File: src/rtl/cafe_regs.vh
/*
 acceptance filter and error counter block: register offsets, field positions and reset values.
 assumes an 8-bit register port with word-indexed offsets chosen for this block.
*/
`ifndef CAFE_REGS_VH
`define CAFE_REGS_VH

// ------------------------------------------------------------
// register offsets
// ------------------------------------------------------------
`define CAFE_OFS_CODE0    5'h00
`define CAFE_OFS_MASK0    5'h08
`define CAFE_OFS_CTRL     5'h10
`define CAFE_OFS_MISC     5'h11
`define CAFE_OFS_RXERR    5'h12
`define CAFE_OFS_TXERR    5'h13
`define CAFE_OFS_IRQ_STAT 5'h14
`define CAFE_OFS_IRQ_MASK 5'h15

// ------------------------------------------------------------
// field positions
// ------------------------------------------------------------
`define CAFE_CTRL_ORG_LO  4
`define CAFE_CTRL_ORG_HI  5
`define CAFE_CTRL_HIT_HI  2
`define CAFE_CTRL_RECOVERY_ON_REQUEST_SELECT    7
`define CAFE_MISC_HOLD    0
`define CAFE_IRQ_ACCEPT   0
`define CAFE_IRQ_REJECT   1
`define CAFE_IRQ_BUSOFF   2

// ------------------------------------------------------------
// organization codes and reset values
// ------------------------------------------------------------
`define CAFE_ORG_32       2'h0
`define CAFE_ORG_16       2'h1
`define CAFE_ORG_8        2'h2
`define CAFE_ORG_CLOSED   2'h3
`define CAFE_RST_BYTE     8'h00
`define CAFE_RST_ORG      2'h0

`endif

File: src/rtl/cafe_top.v
/*
 acceptance filter, error counter views and bus-off hold flag of a can controller.
 assumes the protocol engine supplies frame identifier bytes with a one-cycle
 frame strobe, error counts, bus-off entry pulse and the mode handshakes.
*/
`timescale 1ns/1ns
`default_nettype none
`include "cafe_regs.vh"

// Operation
// - misc register always readable; writing one clears hold flag, zero ignored
// - with recovery on request, bus-off entry sets hold flag; stays until cleared
// - software clears hold flag to request recovery; flag then reads zero
// - receive error count shown read-only; writes do nothing
// - transmit error count shown read-only; writes do nothing
// - every frame lands in background buffer; accepted and rejected ones each set their own status bit
// - code bits compared bit by bit against four identifier bytes
// - in 2x32 organization, extended frames use all four pairs; standard frames only first two
// - eight 8-bit code registers in two banks of four
// - clear mask bit requires equality, set bit is don't-care; all must match
// - code and mask readable always; writable only in acknowledged init mode
// - organization selects 2x32, 4x16, 8x8 filters or closed
// - hit index names accepting filter; updated on move into foreground buffer
module cafe_top #(
   parameter NUM_FILT_REGS = 8
) (
   // clock and reset
   input  wire        CLOCK_IN,
   input  wire        ARST_N_IN,
   // register port
   input  wire [4:0]  ADDR_IN,
   input  wire [7:0]  WDATA_IN,
   input  wire        WR_IN,
   input  wire        RD_IN,
   output reg  [7:0]  RDATA_OUT,
   // mode handshakes
   input  wire        INIT_REQUEST_IN,
   input  wire        INIT_ACKNOWLEDGE_IN,
   input  wire        SLEEP_REQUEST_IN,
   input  wire        SLEEP_ACKNOWLEDGE_IN,
   // protocol engine side
   input  wire [7:0]  RX_ERR_COUNT_IN,
   input  wire [7:0]  TX_ERR_COUNT_IN,
   input  wire        BUSOFF_ENTER_IN,
   input  wire        FRAME_VALID_IN,
   input  wire        FRAME_EXTENDED_IN,
   input  wire [31:0] FRAME_ID_IN,
   input  wire        FG_LOAD_IN,
   output reg         FRAME_ACCEPT_OUT,
   output reg         FRAME_DROP_OUT,
   output reg         BUSOFF_HOLD_OUT,
   output reg         IRQ_OUT
);

   // ------------------------------------------------------------
   // state
   // ------------------------------------------------------------
   reg  [7:0] code_r [0:NUM_FILT_REGS-1];
   reg  [7:0] mask_r [0:NUM_FILT_REGS-1];
   reg  [1:0] org_r;
   reg        recovery_on_request_select_r;
   reg        hold_r;
   reg  [2:0] bg_hit_r;
   reg        bg_acc_r;
   reg  [2:0] hit_r;
   reg  [2:0] irq_stat_r;
   reg  [2:0] irq_mask_r;
   reg  [7:0] rx_err_r;
   reg  [7:0] tx_err_r;
   reg  [7:0] rdata_nxt;
   reg        accept_nxt;
   reg  [2:0] hit_nxt;
   integer    i;
   // separate loop index so the decode and the register process never share a variable
   integer    j;

   wire       init_mode = INIT_REQUEST_IN & INIT_ACKNOWLEDGE_IN;
   wire       wr_misc   = WR_IN & (ADDR_IN == `CAFE_OFS_MISC);
   wire       rd_stat   = RD_IN & (ADDR_IN == `CAFE_OFS_IRQ_STAT);

   // ------------------------------------------------------------
   // match helper
   // ------------------------------------------------------------
   // one byte matches when every unmasked bit agrees
   function byte_hit;
      input [7:0] id;
      input [7:0] code;
      input [7:0] mask;
      begin
         byte_hit = &(~(id ^ code) | mask);
      end
   endfunction

   // ------------------------------------------------------------
   // filter decode
   // ------------------------------------------------------------
   reg [7:0] idb [0:3];
   reg       m   [0:7];
   always @* begin
      idb[0] = FRAME_ID_IN[31:24];
      idb[1] = FRAME_ID_IN[23:16];
      idb[2] = FRAME_ID_IN[15:8];
      idb[3] = FRAME_ID_IN[7:0];
      for (j = 0; j < 8; j = j + 1) begin
         m[j] = byte_hit(idb[j % 4], code_r[j], mask_r[j]);
      end
      accept_nxt = 1'b0;
      hit_nxt    = 3'h0;
      case (org_r)
         `CAFE_ORG_32: begin
            // standard ids never check the trailing pairs
            if (m[0] & m[1] & (~FRAME_EXTENDED_IN | (m[2] & m[3]))) begin
               accept_nxt = 1'b1;
               hit_nxt    = 3'h0;
            end else if (m[4] & m[5] & (~FRAME_EXTENDED_IN | (m[6] & m[7]))) begin
               accept_nxt = 1'b1;
               hit_nxt    = 3'h1;
            end
         end
         `CAFE_ORG_16: begin
            // 16-bit filters each face the first two identifier bytes
            if (byte_hit(idb[0], code_r[0], mask_r[0]) & m[1]) begin
               accept_nxt = 1'b1;
               hit_nxt    = 3'h0;
            end else if (byte_hit(idb[0], code_r[2], mask_r[2])
                         & byte_hit(idb[1], code_r[3], mask_r[3])) begin
               accept_nxt = 1'b1;
               hit_nxt    = 3'h1;
            end else if (m[4] & m[5]) begin
               accept_nxt = 1'b1;
               hit_nxt    = 3'h2;
            end else if (byte_hit(idb[0], code_r[6], mask_r[6])
                         & byte_hit(idb[1], code_r[7], mask_r[7])) begin
               accept_nxt = 1'b1;
               hit_nxt    = 3'h3;
            end
         end
         `CAFE_ORG_8: begin
            // 8-bit filters all look at the leading identifier byte
            for (j = 7; j >= 0; j = j - 1) begin
               if (byte_hit(idb[0], code_r[j], mask_r[j])) begin
                  accept_nxt = 1'b1;
                  hit_nxt    = j[2:0];
               end
            end
         end
         `CAFE_ORG_CLOSED: begin
            accept_nxt = 1'b0;
         end
         default: begin
            accept_nxt = 1'b0;
         end
      endcase
   end

   // ------------------------------------------------------------
   // read mux
   // ------------------------------------------------------------
   always @* begin
      rdata_nxt = `CAFE_RST_BYTE;
      if (ADDR_IN < `CAFE_OFS_MASK0) begin
         rdata_nxt = code_r[ADDR_IN[2:0]];
      end else if (ADDR_IN < `CAFE_OFS_CTRL) begin
         rdata_nxt = mask_r[ADDR_IN[2:0]];
      end else begin
         case (ADDR_IN)
            `CAFE_OFS_CTRL:     rdata_nxt = {recovery_on_request_select_r, 1'b0, org_r, 1'b0, hit_r};
            `CAFE_OFS_MISC:     rdata_nxt = {7'h00, hold_r};
            `CAFE_OFS_RXERR:    rdata_nxt = rx_err_r;
            `CAFE_OFS_TXERR:    rdata_nxt = tx_err_r;
            `CAFE_OFS_IRQ_STAT: rdata_nxt = {5'h00, irq_stat_r};
            `CAFE_OFS_IRQ_MASK: rdata_nxt = {5'h00, irq_mask_r};
            default:            rdata_nxt = `CAFE_RST_BYTE;
         endcase
      end
   end

   // ------------------------------------------------------------
   // registers
   // ------------------------------------------------------------
   always @(posedge CLOCK_IN or negedge ARST_N_IN) begin
      if (!ARST_N_IN) begin
         for (i = 0; i < NUM_FILT_REGS; i = i + 1) begin
            code_r[i] <= `CAFE_RST_BYTE;
            mask_r[i] <= `CAFE_RST_BYTE;
         end
         org_r            <= `CAFE_RST_ORG;
         recovery_on_request_select_r           <= 1'b0;
         hold_r           <= 1'b0;
         bg_hit_r         <= 3'h0;
         bg_acc_r         <= 1'b0;
         hit_r            <= 3'h0;
         irq_stat_r       <= 3'h0;
         irq_mask_r       <= 3'h0;
         rx_err_r         <= `CAFE_RST_BYTE;
         tx_err_r         <= `CAFE_RST_BYTE;
         RDATA_OUT        <= `CAFE_RST_BYTE;
         FRAME_ACCEPT_OUT <= 1'b0;
         FRAME_DROP_OUT   <= 1'b0;
         BUSOFF_HOLD_OUT  <= 1'b0;
         IRQ_OUT          <= 1'b0;
      end else begin
         // counters copied each cycle; no write path exists
         rx_err_r <= RX_ERR_COUNT_IN;
         tx_err_r <= TX_ERR_COUNT_IN;
         // read data shows counts one cycle older than the read, in every mode
         RDATA_OUT <= RD_IN ? rdata_nxt : `CAFE_RST_BYTE;
         // filter setup only under acknowledged init mode
         if (WR_IN && init_mode) begin
            if (ADDR_IN < `CAFE_OFS_MASK0) begin
               code_r[ADDR_IN[2:0]] <= WDATA_IN;
            end else if (ADDR_IN < `CAFE_OFS_CTRL) begin
               mask_r[ADDR_IN[2:0]] <= WDATA_IN;
            end else if (ADDR_IN == `CAFE_OFS_CTRL) begin
               org_r  <= WDATA_IN[`CAFE_CTRL_ORG_HI:`CAFE_CTRL_ORG_LO];
               recovery_on_request_select_r <= WDATA_IN[`CAFE_CTRL_RECOVERY_ON_REQUEST_SELECT];
            end
         end
         if (WR_IN && ADDR_IN == `CAFE_OFS_IRQ_MASK) begin
            irq_mask_r <= WDATA_IN[2:0];
         end
         // hold flag: entry sets, a written one clears, set wins
         if (BUSOFF_ENTER_IN && recovery_on_request_select_r) begin
            hold_r <= 1'b1;
         end else if (wr_misc && WDATA_IN[`CAFE_MISC_HOLD]) begin
            hold_r <= 1'b0;
         end
         BUSOFF_HOLD_OUT <= (BUSOFF_ENTER_IN && recovery_on_request_select_r) ? 1'b1 :
                            (wr_misc && WDATA_IN[`CAFE_MISC_HOLD]) ? 1'b0 : hold_r;
         // every frame overwrites the background result
         FRAME_ACCEPT_OUT <= FRAME_VALID_IN & accept_nxt;
         FRAME_DROP_OUT   <= FRAME_VALID_IN & ~accept_nxt;
         if (FRAME_VALID_IN) begin
            bg_acc_r <= accept_nxt;
            bg_hit_r <= hit_nxt;
         end
         if (FG_LOAD_IN && bg_acc_r) begin
            hit_r <= bg_hit_r;
         end
         // sticky events; a read clears but a new event wins
         irq_stat_r <= (rd_stat ? 3'h0 : irq_stat_r)
                       | {BUSOFF_ENTER_IN & recovery_on_request_select_r,
                          FRAME_VALID_IN & ~accept_nxt,
                          FRAME_VALID_IN & accept_nxt};
         IRQ_OUT <= |(irq_stat_r & irq_mask_r) & ~rd_stat
                    | |({BUSOFF_ENTER_IN & recovery_on_request_select_r, FRAME_VALID_IN & ~accept_nxt,
                         FRAME_VALID_IN & accept_nxt} & irq_mask_r);
      end
   end

endmodule
`default_nettype wire

File: config.mk
export PLATFORM = sky130hd
export DESIGN_NAME = cafe_top
export DESIGN_NICKNAME = d
export VERILOG_FILES = /design/src/rtl/cafe_top.v
export VERILOG_INCLUDE_DIRS = /design/src /design/src/rtl
export SDC_FILE = /design/constraint.sdc
export NUM_CORES = 1
export LEC_CHECK = 0
export BUFFER_PORTS_ARGS = -buffer_cell sky130_fd_sc_hd__buf_2
export CORE_AREA = 2 2 137 139
export DETAILED_ROUTE_END_ITERATION = 12
export DIE_AREA = 0 0 139 141
export PLACE_DENSITY = 0.75
export SYNTH_ARGS = -nofsm -noshare
export SYNTH_HDL_FRONTEND = slang
export SYNTH_SLANG_ARGS = --single-unit
File: constraint.sdc
create_clock -name CLOCK_IN -period 2.2 [get_ports CLOCK_IN]
set_clock_uncertainty 0.15 [all_clocks]
set_input_delay 0.33 -clock CLOCK_IN [delete_from_list [all_inputs] [get_ports CLOCK_IN]]
set_output_delay 0.33 -clock CLOCK_IN [all_outputs]
set_load 0.005 [all_outputs]
; After elaboration in Yosys (flattened, before gate mapping)
; Cells that the tools add are included.
[op_classes]
n_lt_le_gt_ge = 4
n_eq_ne = 9
muxes = 47
n_bitwise = 75
n_reduce_logical = 29
[op_table]
columns = operator, count
row1 = 64-bit bitwise mux, 2
row2 = 8-bit NOT, 16
row3 = 8-bit OR, 16
row4 = 8-bit AND reduction, 16
row5 = 8-bit XOR, 16
row6 = 8-bit two-way mux, 8
row7 = 8-bit binary-select mux with 3-bit select, 2
row8 = 8-bit one-hot mux with 6 select lines, 1
row9 = "5-bit == test, second input constant", 6
row10 = 3-bit two-way mux, 9
row11 = 8-bit demux with 3-bit select, 1
row12 = 1-bit two-way mux, 18
row13 = 1-bit AND, 15
row14 = 3-bit one-hot mux with 3 select lines, 1
row15 = 2-bit two-way mux, 4
row16 = 3-bit AND, 2
row17 = 1-bit logical AND, 6
row18 = 3-bit OR reduction, 2
row19 = "5-bit by 4-bit less-than comparator with 1-bit output, second input constant", 1
row20 = "5-bit less-than comparator, second input constant", 1
row21 = 1-bit NOT, 5
row22 = "2-bit == test, second input constant", 2
row23 = "4-bit greater-or-equal comparator, second input constant", 1
row24 = "4-bit by 1-bit less-than comparator with 1-bit output, second input constant", 1
row25 = other kinds (10), 12
[totals]
ff_bits = 172
inputBits = 73
output_inout_bits = 12
word_cells = 194

; Depth between registers and ports, before layout
[depth]
depth_word = 18
depth_mapped = 8
depth_no_buf = 7

; Least setup slack after synthesis
; OpenSTA, ideal clock, no wires.
[synth_timing]
path_kind = input-to-reg
start = input FRAME_ID_IN[25]
end = register bg_hit_r[0]
setup_time_ps = 127
arrival_ps = 1873
required_time_ps = 1923
path_slack_ps = 50
cell_stages = 8
path_buffers = 1
cell_sequence = buf_6 xnor2_1 o22ai_2 or4_1 a21o_1 a211o_1 a222oi_1 o21ai_1
[synth_between]
elab_chain_cells = 13
elab_cells_between_ends = 53
classes_between = mux (15) / bitwise (30) / reduce/logical (8)
[synth_rtl]
columns = element, line_no
row1 = start: declaration, cafe_top.v:47  ; input wire [31:0] FRAME_ID_IN,
row2 = 8-bit XOR, cafe_top.v:90  ; byte_hit = &(~(id ^ code) | mask);
row3 = 8-bit NOT, cafe_top.v:90
row4 = 8-bit OR, cafe_top.v:90
row5 = 8-bit AND reduction, cafe_top.v:90
row6 = 3-bit two-way mux (8 in a row), cafe_top.v:141  ; if (byte_hit(idb[0], code_r[j], mask_r[j])) begin
row7 = 3-bit one-hot mux with 3 select lines *, cafe_top.v:109  ; case (org_r)
row8 = end signal: assignment, cafe_top.v:235  ; bg_hit_r <= hit_nxt;
row9 = end: declaration, cafe_top.v:63  ; reg [2:0] bg_hit_r;
; Every way passes the cells marked *; elsewhere a longest branch is shown, timed or not.
; A chain may end at the register's enable or synchronous reset.

; Worst setup path in the final report
[layout_timing]
start = register code_r[15] (netlist bit)
end = register bg_hit_r[0]
[layout_between]
elab_chain_cells = 12
elab_cells_between_ends = 26
classes_between = mux (14) / bitwise (10) / reduce/logical (2)
[layout_rtl]
columns = element, line_no
row1 = start: declaration, cafe_top.v:58  ; reg [7:0] code_r [0:NUM_FILT_REGS-1];
row2 = start signal: indexed assignment, cafe_top.v:184  ; code_r[i] <= `CAFE_RST_BYTE;
row3 = 8-bit XOR, cafe_top.v:90
row4 = 8-bit NOT, cafe_top.v:90
row5 = 8-bit OR, cafe_top.v:90
row6 = 8-bit AND reduction, cafe_top.v:90
row7 = 3-bit two-way mux (7 in a row), cafe_top.v:141
row8 = 3-bit one-hot mux with 3 select lines *, cafe_top.v:109
; Marked as above.

==> results.cfg <==
[outcome]
status = finished, violations left
violations = negative setup slack

[timing]
tightestPinTransition_ns = 0.503
whs_ns = 0.0708
maxSlewHeadroom_pct = 66.5
period_needed_ns = 2.37
fin_ws_ns = -0.167
rsz0062_at_grt = yes
drv_slew = 0
timing.fmax_ghz = 0.422
finalCritPeriodShare_pct = 108
hold_viol = 0
final-setup-viol-count = 6

[detailed_routing]
ant_nets = 0
drc = 0
wl_mm = 31.1
vias = 7716
routedWlPerCell_um = 24.7
drt_iter0_drc = 780
first_pass_iters = 6
vias_per_cell = 6.12

[logic_synthesis]
ys_ff_latch = 172
synthFlopType = dfrtp_1
netlist_area_um2 = 9600
synth_nets = 832
yosys-top-cells-area = dfrtp_1 45%, mux2_2 13%, xnor2_1 11%
yosysTopAreaCell = dfrtp_1
ys_types = 50
yosysWarnings = 0
synth_cells = 759
synth_edf_count = 0
synth_top_area_share_pct = 44.8
synthArstFlopShare_pct = 100
yosysSeqAreaShare_pct = 44.8
syn_avg_cell_area_um2 = 12.6

[placement]
gp_congestion = 0.964
placed_area_um2 = 11500
dp.final_hpwl_mm = 22.8
portBuffers = 82
placed_cells = 1206

[worst_setup_path]
crit_path_max_incr_delay_ns = 0.53
endpoint = bg_hit_r[0]
worst-setup-path-type = reg2reg
worstSetupEndpointType = flip-flop
arrival_ns = 2.53
path_delay_family = compound AO/OA/AOI/OAI gates
r2r_slack_ns = -0.17
r2r_start = code_r[15]
critPathSlowestCell = or4_1
r2r_cells = 7
crit_chain = xnor2_2 > o22ai_2 > or4_1 > a21o_1 > a211o_1 > a222oi_1 > o21ai_1
cp-startpoint = code_r[15]
startpoint_type = flip-flop
critPathBufInv = 0
r2r_end = bg_hit_r[0]
crit_fanout = 4
crit_required_ns = 2.36
cp.depth = 7

[clock_tree]
cts_buffer_depth = 2
htree_levels = 4
clk_pin_slew_worst_paths_ns = 0.07
cts_tree = yes
clock_latency_ns = 0.44
cts_root_buffer = clkbuf_16
cts.sinks = 172
cts_buffers = 17

[floorplan]
die_area_um2 = 19600
dieWidth_um = 139
core-area_um2 = 18300
start_util_pct = 52.5
io_pins = 85
die_h_um = 141
row_count = 50

[final_layout]
fillCellCount = 1298
area_delta_synth_final_pct = 32.8
final_cell_mix = 165 x buf_4, 161 x dfrtp_1, 113 x mux2_2
fin_nets = 1087
antenna_cells = 0
drive_gt1_share_pct = 50.7
layout.cells.non_filler = 1261
fin_area_um2 = 12700
final_common_cell = buf_4

[global_routing]
grt_max_degree = 44
grt_pass1_vias = 7855
overflow = 0
grt_pass1_wl_mm = 47.0
grtUsageTotal_pct = 32.0
antenna_found_initial = 0

[flow_run]
maxCapViolCount = 0

[pwr]
power_density_nw_per_um2 = 696
fin_total_pwr_mw = 8.87
peakVddDrop_uv = 678
p_leak_nw = 5.79

[worst_hold_path]
hold_path.class = in2reg
[state kept, by name (all words and copies together) (netlist names)]
name,flops
hit_r,3
tx_err_r,8
hold_r,1
irq_stat_r,3
FRAME_ACCEPT_OUT,1
recovery_on_request_select_r,1
rx_err_r,8
IRQ_OUT,1
bg_acc_r,1
bg_hit_r,3
org_r,2
irq_mask_r,3
mask_r,64
RDATA_OUT,8
code_r,64
FRAME_DROP_OUT,1
[where the power goes]
part / total (mW) / switching [mW] / internal, mW / leakage, nW
Combinational: 2.00 / 0.954 / 1.04 / 3.21
Clock: 3.18 / 1.29 / 1.88 / 0.302
Sequential: 3.70 / 0.269 / 3.43 / 2.27
Total: 8.87 / 2.52 / 6.35 / 5.79
[kinds of logic after synthesis]
group           count (synthesis)  synth area share [%]
xor+xnor                      128                  12.2
buf+inv                        46                  2.66
flops                         172                  44.8
simple gates                  122                  7.42
compound gates                107                  7.76
mux                           184                  25.1
[through the flow]
step	setup TNS [ns]	util [%]	worst slack [ns]
4_1_cts	-0.520	68.2	-0.137
2_1_floorplan	0	-	0.0498
5_1_grt	-1.29	69.8	-0.230
3_5_place_dp	-2.05	62.9	-0.367
3_3_place_gp	-1.57	62.9	-0.303
6_report	-0.580	69.8	-0.167
[cell type report]
| class | count | area [µm²] | area share (%) |
|---|---|---|---|
| clock buffers | 23 | 478 | 3.75 |
| clock inverters | 9 | 135 | 1.06 |
| inverters | 3 | 11.3 | 0.0884 |
| multi-input cells | 541 | 5440 | 42.7 |
| flip-flops and latches | 172 | 4320 | 33.9 |
| well taps | 234 | 293 | 2.30 |
| repair buffers | 279 | 2070 | 16.3 |
[metal layers]
layer / wire (µm) / GRT usage (%) / vias to the layer above
li1: - / - / 3337
met1: 12400 / 43.2 / 3891
met2: 14800 / 51.4 / 400
met3: 2450 / 5.40 / 85
met4: 1420 / 14.5 / 3
met5: 34 / 0 / -
[worst min-delay path by stage]
stage / startpoint / endpoint / slack (ns) / cells past startpoint
final: WR_IN / hold_r / 0.07 / 3
after global routing: RD_IN / RDATA_OUT[7] / 0.09 / 3
after detailed placement: ARST_N_IN / code_r[22] / 0.15 / 1
after floorplan: ARST_N_IN / FRAME_ACCEPT_OUT / -0.12 / 0
after global placement: ARST_N_IN / code_r[22] / 0.15 / 1
after CTS: WR_IN / hold_r / 0.05 / 3
[cells in the mapped netlist (2+ instances only)]
cell type,n
nand4_1,3
nor2_1,26
buf_6,8
xnor2_1,123
nand2_1,31
o21ai_1,2
o22ai_1,59
o22ai_2,6
nor4_1,12
clkbuf_1,12
a31oi_1,3
nand3_1,15
nor4b_2,2
buf_1,7
a21o_1,2
nor3_1,2
o21ai_0,3
buf_2,15
mux4_2,32
nor4_2,5
mux2_2,113
mux2i_1,16
a22o_1,5
or4_1,2
inv_1,3
a21oi_1,7
mux2_1,23
a21boi_0,2
nand2b_1,3
nor4_4,3
xnor2_2,4
nor3_2,3
dfrtp_1,172
a22oi_1,13
and3_1,4
nor2b_1,4
[worst register-to-register path, delay by kind of cell (launching register included)]
family,cells,cell delay (ns)
XOR/XNOR,1,0.16
AND/OR/NAND/NOR,1,0.53
AO/OA/AOI/OAI,5,0.93
flip-flops,1,0.47
[what timing repair did]
item / in CTS / in global routing
gates resized for setup: 30 / 45
endpoints found under the hold margin: 55 / 0
setup buffers: 4 / 2
hold buffers: 18 / 0
pin swaps: 15 / 15
endpoints found under the setup margin: 8 / 8
No activity file was read; power rests on OpenSTA's default activity.
